--- src/ppd_regs.svh ---
// Register offsets, reset values and field positions of the port pin drive block
`ifndef PPD_REGS_SVH
`define PPD_REGS_SVH

`define PPD_OFS_DATA    12'h000
`define PPD_OFS_PINS    12'h004
`define PPD_OFS_DM0     12'h008
`define PPD_OFS_DM1     12'h00C
`define PPD_OFS_DM2     12'h010
`define PPD_OFS_BYPASS  12'h014
`define PPD_OFS_RISE    12'h018
`define PPD_OFS_FALL    12'h01C
`define PPD_OFS_ISTS    12'h020
`define PPD_OFS_REGSEL  12'h024
`define PPD_OFS_HYST    12'h028
`define PPD_OFS_THRESH  12'h02C
`define PPD_OFS_PIN0    12'h040
`define PPD_PIN_MASK    12'hFE3

`define PPD_RST_DM      8'h00
`define PPD_RST_BYTE    8'h00

`define PPD_PF_DM_LO    0
`define PPD_PF_DR       3
`define PPD_PF_BYP      4
`define PPD_PF_RISE     5
`define PPD_PF_FALL     6
`define PPD_PF_PS       7
`define PPD_PF_REG      8
`define PPD_PF_HYST     9

`endif

--- src/ppd_pkg.sv ---
// Types shared by the port pin drive block
package ppd_pkg;

    typedef logic [2:0] ppd_code_t;

    typedef struct packed {
        logic [7:0] o;
        logic [7:0] oe;
        logic [7:0] pu;
        logic [7:0] pd;
        logic [7:0] ie;
    } ppd_pad_s;

    typedef struct packed {
        logic [7:0]  dr;
        logic [7:0]  bypass;
        logic [7:0]  dm0;
        logic [7:0]  dm1;
        logic [7:0]  dm2;
        logic [7:0]  rise;
        logic [7:0]  fall;
        logic [7:0]  ists;
        logic [7:0]  regsel;
        logic [7:0]  hyst;
        logic [7:0]  thresh;
        logic [7:0]  pin_in;
        logic [7:0]  prev_in;
        logic [7:0]  route_hold;
        logic [31:0] rdata;
        ppd_pad_s    pad;
    } ppd_state_s;

endpackage

--- src/ppd_port.sv ---
// Eight-pin I/O port: drive modes, pin state, edge interrupts, special I/O controls
//
// Local design decisions: register access over APB and the placing of the registers.
`timescale 1ns/1ns
`default_nettype none
`include "ppd_regs.svh"

module ppd_port
    import ppd_pkg::*;
(
    input  wire logic        pclk,          // Bus clock
    input  wire logic        presetn,       // Async reset, active low
    input  wire logic [11:0] paddr,         // APB address
    input  wire logic        psel,          // APB select
    input  wire logic        penable,       // APB access phase
    input  wire logic        pwrite,        // APB direction
    input  wire logic [31:0] pwdata,        // APB write data
    output logic      [31:0] prdata,        // APB read data
    output logic             pready,        // APB ready
    output logic             pslverr,       // APB error on unmapped address
    input  wire logic        low_power,     // Device in a low power mode
    input  wire logic [7:0]  pad_in,        // Pin levels
    output logic      [7:0]  pad_o,         // Level driven on each pin
    output logic      [7:0]  pad_oe,        // Strong driver on
    output logic      [7:0]  pad_pu,        // Resistive pull-up on
    output logic      [7:0]  pad_pd,        // Resistive pull-down on
    output logic      [7:0]  pad_ie,        // Digital input buffer on
    input  wire logic [7:0]  route_out,     // Routing array signals for bypass
    output logic      [7:0]  route_in,      // Pin inputs to peripherals
    output logic      [7:0]  sio_reg_sel,   // Regulated high output select
    output logic      [7:0]  sio_hyst_en,   // Input hysteresis enable
    output logic      [7:0]  sio_thresh,    // Two bits per pin pair
    output logic             port_irq       // Port interrupt request
);

    ppd_state_s st;
    ppd_state_s next_st;
    logic       setup_ph;
    logic       access_ph;
    logic [7:0] edges;
    logic [7:0] drive_val;

    // Drive decode: returns {o, oe, pu, pd, ie}
    function automatic logic [4:0] drive_decode(input ppd_code_t code, input logic v,
                                                 input logic regulated);
        logic [4:0] r;
        r = 5'h00;
        case (code)
            3'h0: r = 5'h00;
            3'h1: r = 5'h01;
            3'h2: r = v ? 5'h15 : 5'h09;
            3'h3: r = v ? 5'h19 : 5'h03;
            3'h4: r = v ? 5'h01 : 5'h09;
            3'h5: r = v ? 5'h19 : 5'h01;
            3'h6: r = v ? 5'h19 : 5'h09;
            3'h7: r = v ? 5'h15 : 5'h03;
            default: r = 5'h00;
        endcase
        // Pulls are unavailable on a regulated output
        if (regulated) begin
            r[2] = 1'b0;
            r[1] = 1'b0;
        end
        return r;
    endfunction

    function automatic ppd_code_t pin_code(input ppd_state_s s, input int i);
        return {s.dm2[i], s.dm1[i], s.dm0[i]};
    endfunction

    function automatic logic [7:0] dm_eq(input ppd_state_s s, input ppd_code_t c);
        logic [7:0] m;
        m = 8'h00;
        for (int i = 0; i < 8; i++) begin
            m[i] = (pin_code(s, i) == c);
        end
        return m;
    endfunction

    function automatic logic is_pin(input logic [11:0] a);
        return (a & `PPD_PIN_MASK) == `PPD_OFS_PIN0;
    endfunction

    function automatic logic addr_ok(input logic [11:0] a);
        logic ok;
        ok = is_pin(a);
        case (a)
            `PPD_OFS_DATA, `PPD_OFS_PINS, `PPD_OFS_DM0, `PPD_OFS_DM1, `PPD_OFS_DM2,
            `PPD_OFS_BYPASS, `PPD_OFS_RISE, `PPD_OFS_FALL, `PPD_OFS_ISTS,
            `PPD_OFS_REGSEL, `PPD_OFS_HYST, `PPD_OFS_THRESH: ok = 1'b1;
            default: ok = ok;
        endcase
        return ok;
    endfunction

    function automatic logic [31:0] reg_read(input logic [11:0] a, input ppd_state_s s);
        logic [31:0] d;
        int          i;
        d = 32'h0000_0000;
        i = int'(a[4:2]);
        if (is_pin(a)) begin
            d[`PPD_PF_DM_LO +: 3] = pin_code(s, i);
            d[`PPD_PF_DR]   = s.dr[i];
            d[`PPD_PF_BYP]  = s.bypass[i];
            d[`PPD_PF_RISE] = s.rise[i];
            d[`PPD_PF_FALL] = s.fall[i];
            d[`PPD_PF_PS]   = s.pin_in[i];
            d[`PPD_PF_REG]  = s.regsel[i];
            d[`PPD_PF_HYST] = s.hyst[i];
        end
        case (a)
            `PPD_OFS_DATA:   d[7:0] = s.dr;
            `PPD_OFS_PINS:   d[7:0] = s.pin_in;
            `PPD_OFS_DM0:    d[7:0] = s.dm0;
            `PPD_OFS_DM1:    d[7:0] = s.dm1;
            `PPD_OFS_DM2:    d[7:0] = s.dm2;
            `PPD_OFS_BYPASS: d[7:0] = s.bypass;
            `PPD_OFS_RISE:   d[7:0] = s.rise;
            `PPD_OFS_FALL:   d[7:0] = s.fall;
            `PPD_OFS_ISTS:   d[7:0] = s.ists;
            `PPD_OFS_REGSEL: d[7:0] = s.regsel;
            `PPD_OFS_HYST:   d[7:0] = s.hyst;
            `PPD_OFS_THRESH: d[7:0] = s.thresh;
            default:         d = d;
        endcase
        return d;
    endfunction

    assign setup_ph  = psel & ~penable;
    assign access_ph = psel & penable;
    assign pready    = 1'b1;
    assign pslverr   = access_ph & ~addr_ok(paddr);

    // Pins held while the routing array sleeps keep their last routed value
    assign drive_val = (st.bypass & st.route_hold) | (~st.bypass & st.dr);
    assign edges     = (st.pin_in & ~st.prev_in & st.rise)
                     | (~st.pin_in & st.prev_in & st.fall);

    always_comb begin
        logic [4:0] dec;
        int         pi;
        dec     = 5'h00;
        pi      = int'(paddr[4:2]);
        next_st = st;
        // Read data is captured in the setup phase so it leaves a flop
        if (setup_ph) begin
            next_st.rdata = reg_read(paddr, st);
        end
        if (access_ph && pwrite) begin
            case (paddr)
                `PPD_OFS_DATA:   next_st.dr     = pwdata[7:0];
                `PPD_OFS_DM0:    next_st.dm0    = pwdata[7:0];
                `PPD_OFS_DM1:    next_st.dm1    = pwdata[7:0];
                `PPD_OFS_DM2:    next_st.dm2    = pwdata[7:0];
                `PPD_OFS_BYPASS: next_st.bypass = pwdata[7:0];
                `PPD_OFS_RISE:   next_st.rise   = pwdata[7:0];
                `PPD_OFS_FALL:   next_st.fall   = pwdata[7:0];
                `PPD_OFS_REGSEL: next_st.regsel = pwdata[7:0];
                `PPD_OFS_HYST:   next_st.hyst   = pwdata[7:0];
                `PPD_OFS_THRESH: next_st.thresh = pwdata[7:0];
                default:         next_st.dr     = next_st.dr;
            endcase
            if (is_pin(paddr)) begin
                next_st.dm0[pi]    = pwdata[`PPD_PF_DM_LO];
                next_st.dm1[pi]    = pwdata[`PPD_PF_DM_LO + 1];
                next_st.dm2[pi]    = pwdata[`PPD_PF_DM_LO + 2];
                next_st.dr[pi]     = pwdata[`PPD_PF_DR];
                next_st.bypass[pi] = pwdata[`PPD_PF_BYP];
                next_st.rise[pi]   = pwdata[`PPD_PF_RISE];
                next_st.fall[pi]   = pwdata[`PPD_PF_FALL];
                next_st.regsel[pi] = pwdata[`PPD_PF_REG];
                next_st.hyst[pi]   = pwdata[`PPD_PF_HYST];
            end
        end
        // Only the flags the read returned are cleared; later edges survive
        if (access_ph && !pwrite && paddr == `PPD_OFS_ISTS) begin
            next_st.ists = st.ists & ~st.rdata[7:0];
        end
        next_st.ists    = next_st.ists | edges;
        next_st.prev_in = st.pin_in;
        next_st.pin_in  = pad_in & st.pad.ie;
        if (!low_power) begin
            next_st.route_hold = route_out;
        end
        for (int i = 0; i < 8; i++) begin
            dec = drive_decode(pin_code(st, i), drive_val[i], st.regsel[i]);
            next_st.pad.o[i]  = dec[4];
            next_st.pad.oe[i] = dec[3];
            next_st.pad.pu[i] = dec[2];
            next_st.pad.pd[i] = dec[1];
            next_st.pad.ie[i] = dec[0];
        end
    end

    always_ff @(posedge pclk or negedge presetn) begin
        if (!presetn) begin
            st        <= '0;
            st.dm0    <= `PPD_RST_DM;
            st.dm1    <= `PPD_RST_DM;
            st.dm2    <= `PPD_RST_DM;
            st.dr     <= `PPD_RST_BYTE;
            st.thresh <= `PPD_RST_BYTE;
        end else begin
            st <= next_st;
        end
    end

    assign prdata      = st.rdata;
    assign pad_o       = st.pad.o;
    assign pad_oe      = st.pad.oe;
    assign pad_pu      = st.pad.pu;
    assign pad_pd      = st.pad.pd;
    assign pad_ie      = st.pad.ie;
    assign route_in    = st.pin_in;
    assign sio_reg_sel = st.regsel;
    assign sio_hyst_en = st.hyst;
    assign sio_thresh  = st.thresh;
    assign port_irq    = |st.ists;
endmodule
`default_nettype wire

--- config.mk ---
export PLATFORM = sky130hd
export DESIGN_NAME = ppd_port
export DESIGN_NICKNAME = d
export VERILOG_FILES = /design/src/ppd_pkg.sv /design/src/ppd_port.sv
export VERILOG_INCLUDE_DIRS = /design/src
export SDC_FILE = /design/constraint.sdc
export NUM_CORES = 1
export LEC_CHECK = 0
export ABC_AREA = 1
export BUFFER_PORTS_ARGS = -buffer_cell sky130_fd_sc_hd__buf_2
export CAP_MARGIN = 30
export CELL_PAD_IN_SITES_DETAIL_PLACEMENT = 0
export CELL_PAD_IN_SITES_GLOBAL_PLACEMENT = 1
export CORE_ASPECT_RATIO = 1.2
export CORE_UTILIZATION = 38
export CTS_BUF_LIST = sky130_fd_sc_hd__clkbuf_4 sky130_fd_sc_hd__clkbuf_8
export DETAILED_ROUTE_END_ITERATION = 10
export GPL_ROUTABILITY_DRIVEN = 1
export PLACE_DENSITY_LB_ADDON = 0.1
export SYNTH_ARGS = -nofsm -noshare
export SYNTH_HDL_FRONTEND = slang
export SYNTH_SLANG_ARGS = --single-unit
--- constraint.sdc ---
create_clock -name pclk -period 1.2 [get_ports pclk]
set_clock_uncertainty 0.05 [all_clocks]
set_input_delay 0.06 -clock pclk [delete_from_list [all_inputs] [get_ports pclk]]
set_output_delay 0.06 -clock pclk [all_outputs]
set_load 0.005 [all_outputs]
==> flow_metrics.py <==
metrics = {
    "status": {
        "status": "complete, but fails checks",
        "violations": "negative setup slack",
    },
    "clock_network": {
        "clk_latency_ps": 500,
        "path_clk_slew_ps": 110,
        "cts-root-buf": "clkbuf_8",
        "cts_buffers": 17,
        "clkSinkCount": 162,
        "clockBufferDepth": 2,
        "cts_tree": "built",
        "htree_levels": 4,
    },
    "logic_synthesis": {
        "synthXorXnorAreaFrac": 0.00944,
        "synth-compound-area-share": 0.177,
        "synthAdderAreaFrac": 0,
        "async_flop_share": 1.00,
        "synth-simple-area-share": 0.257,
        "synthMuxAreaShare": 0.00773,
        "synth_flop_cell": "dfrtp_1",
        "syn_area_um2": 10200,
        "synth_seq_area_share": 0.397,
        "synth_top_cell_by_area": "dfrtp_1",
        "yosys_register_bits": 162,
        "synth-edff-count": 0,
        "synth_top_area_share": 0.397,
        "ys.warnings.count": 0,
        "yosys-top-cells-area": "dfrtp_1, nand2_1, buf_4",
        "synth_cell_types": 40,
        "synth_top_family_by_area": "simple AND/OR/NAND/NOR gates",
        "synth_cells": 1379,
        "syn_avg_cell_area_um2": 7.40,
    },
    "floorplan": {
        "fp-row-count": 65,
        "initial_utilization": 0.387,
        "die_w_um": 152,
        "io_pins": 173,
        "dieArea_um2": 27500,
        "core-area_um2": 26400,
        "die_h_um": 182,
    },
    "final_layout": {
        "syn2layout_area_growth_pct": 53.3,
        "stdcell_count": 2109,
        "fin_nets": 1827,
        "fillers": 2494,
        "antenna_cells": 0,
        "layout-drive-gt1-share": 0.455,
    },
    "place": {
        "io_buffers": 127,
        "dpl.cell_count": 1947,
        "dp_hpwl_um": 32000,
        "gp_congestion": 0.946,
    },
    "hold_path": {
        "min_from": "psel",
        "hp-class": "primary input to flip-flop",
    },
    "detailed_routing": {
        "route.detailed.wl_per_inst_um": 22.1,
        "drt_iter0_drc": 993,
        "finalWirelength_um": 46600,
        "via_count": 11500,
        "route.detailed.drc": 0,
        "drtPass1Iterations": 5,
        "viasPerCell": 5.44,
        "ant_nets": 0,
    },
    "timing": {
        "hold_violations": 0,
        "setup_violations": 54,
        "fin_crit_sh": 1.27,
        "timing.slew.headroom": 0.618,
        "fin_ws_ps": -323,
        "post-route-min-period_ps": 1520,
        "tightestPinTransition_ps": 573,
        "slew_violations": 0,
        "clock.fmax_ghz": 0.657,
        "rsz0062_at_grt": "true",
    },
    "worst_setup_path": {
        "path_cells": "buf_6 -> nor4_4 -> nand2_1 -> buf_2",
        "worstPathMaxFanout": 2,
        "crit_slowest_cell": "dfrtp_1",
        "cp_data_required_time_ps": 1090,
        "crit_start": "st[121]$_DFF_PN0_",
        "start_kind": "flip-flop",
        "end_kind": "primary output",
        "r2r_slack_ps": -170,
        "crit_type": "flip-flop to primary output",
        "slowest_delay_ps": 410,
        "r2r_start": "st[175]$_DFFE_PN0P_",
        "cp.arrival_ps": 1410,
    },
    "grt": {
        "grt_pass1_vias": 10700,
        "grt_overflow_total": 0,
        "grt_pass1_wl_um": 66300,
        "grt_max_degree": 55,
        "grtUsageTotal": 0.333,
        "antenna_found_initial": 0,
    },
    "flow_run": {
        "maxCapViolations": 0,
    },
    "power_and_ir_drop": {
        "p_leak_nw": 7.74,
        "p_per_area_nw_per_um2": 1150,
        "total_power_w": 0.0181,
        "ir_worst_vdd_uv": 772,
    },
}
==> final cells by class <==
type	count	area [µm²]	area share
inverter	112	477	0.0305
clock inverter	11	95.1	0.00608
timing repair buffer	508	4590	0.294
sequential	162	4090	0.261
clock buffer	21	289	0.0185
tap	335	419	0.0268
timing repair inverter	1	6.26	0.000400
multi-input combinational	959	5680	0.363
==> final timing paths <==
| path | cells after the start | end |
|---|---|---|
| min in group asynchronous | 3 | st[82]$_DFF_PN0_ |
| min | 6 | prdata[6]$_DFFE_PN0P_ |
| max reg2reg | 6 | pad_oe[7]$_DFF_PN0_ |
| min reg2reg | 2 | route_in[0]$_DFF_PN0_ |
| max | 4 | port_irq |
| max in group asynchronous | 4 | st[170]$_DFFE_PN0P_ |
==> what timing repair did <==
item                                   4_1_cts  5_1_grt
hold buffers                                27        0
endpoints found under the hold margin      213        0
pin swaps                                   74       89
setup endpoints to repair                   66      184
buffers inserted                            76       26
gates cloned                                 0        9
gates resized for setup                    205      227
==> layout by cell type (no fill, tap or decap), types with 39 or more instances in the layout <==
cell type | synthesis | layout
nand2_1 | 288 | 247
buf_4 | 110 | 244
dfrtp_1 | 162 | 134
buf_6 | 4 | 100
nand3_1 | 116 | 98
buf_2 | 22 | 91
nor2_1 | 135 | 89
inv_1 | 101 | 66
a21oi_1 | 73 | 64
o21ai_1 | 13 | 60
o21ai_0 | 134 | 57
nor2_2 | 7 | 39
==> worst max-delay path: cells and delay by family, from the launching register on <==
kind                   cells  cell delay, ps
DFF                        1             410
buffers and inverters      2             250
and+or+nand+nor            2             240
==> through the flow <==
| stage | hold WS [ps] | TNS, ps | area (µm²) | setup WS [ps] | utilization |
|---|---|---|---|---|---|
| 3_5_place_dp | -86.2 | -35810 | 12600 | -525 | 0.479 |
| 2_1_floorplan | -286 | -2700 | 10500 | -70.3 | - |
| 3_3_place_gp | -84.1 | -35330 | 12600 | -531 | 0.479 |
| 4_1_cts | 10.6 | -3750 | 14600 | -359 | 0.555 |
| 5_1_grt | 51.4 | -6090 | 15600 | -384 | 0.594 |
| 6_report | 25.3 | -3550 | 15600 | -323 | 0.594 |
==> sequential cells by signal, summed over array words and instances, names as in the netlist <==
register     cells
prdata          10
sio_reg_sel      8
st              80
pad_ie           8
pad_oe           8
pad_pd           8
sio_hyst_en      8
route_in         8
pad_o            8
sio_thresh       8
pad_pu           8
==> cells by family (layout without fill, tap and decap cells) <==
family / after synthesis / after routing
AND/OR/NAND/NOR: 596 / 601
AO/OA/AOI/OAI: 317 / 317
buffers and inverters: 284 / 653
flip-flops: 162 / 162
XOR/XNOR: 11 / 11
multiplexers: 7 / 7
other: 2 / 23
==> cells in the mapped netlist (all sizes together), types with 7 or more instances <==
master / instances
nor2: 146
nand2: 305
o221ai: 7
o22ai: 37
mux2: 7
a21oi: 73
nand4: 10
o21ai: 147
buf: 139
o21a: 11
o211ai: 30
nor3: 8
clkbuf: 33
xor2: 11
inv: 109
nand3: 118
dfrtp: 162
==> report_power, final <==
group / leakage [nW] / switching, W / total (W) / internal, W
registers: 2.04 / 0.000793 / 0.00708 / 0.00628
clock network: 0.193 / 0.00240 / 0.00410 / 0.00170
logic: 5.51 / 0.00331 / 0.00688 / 0.00357
==> metal layers <==
metal,part of all wire,vias up,GRT usage
met5,0,-,0
met4,0.050,0,0.137
met3,0.075,126,0.0558
met2,0.46,570,0.520
met1,0.42,5522,0.452
li1,-,5251,-
Power figures use the tool's default switching activity.
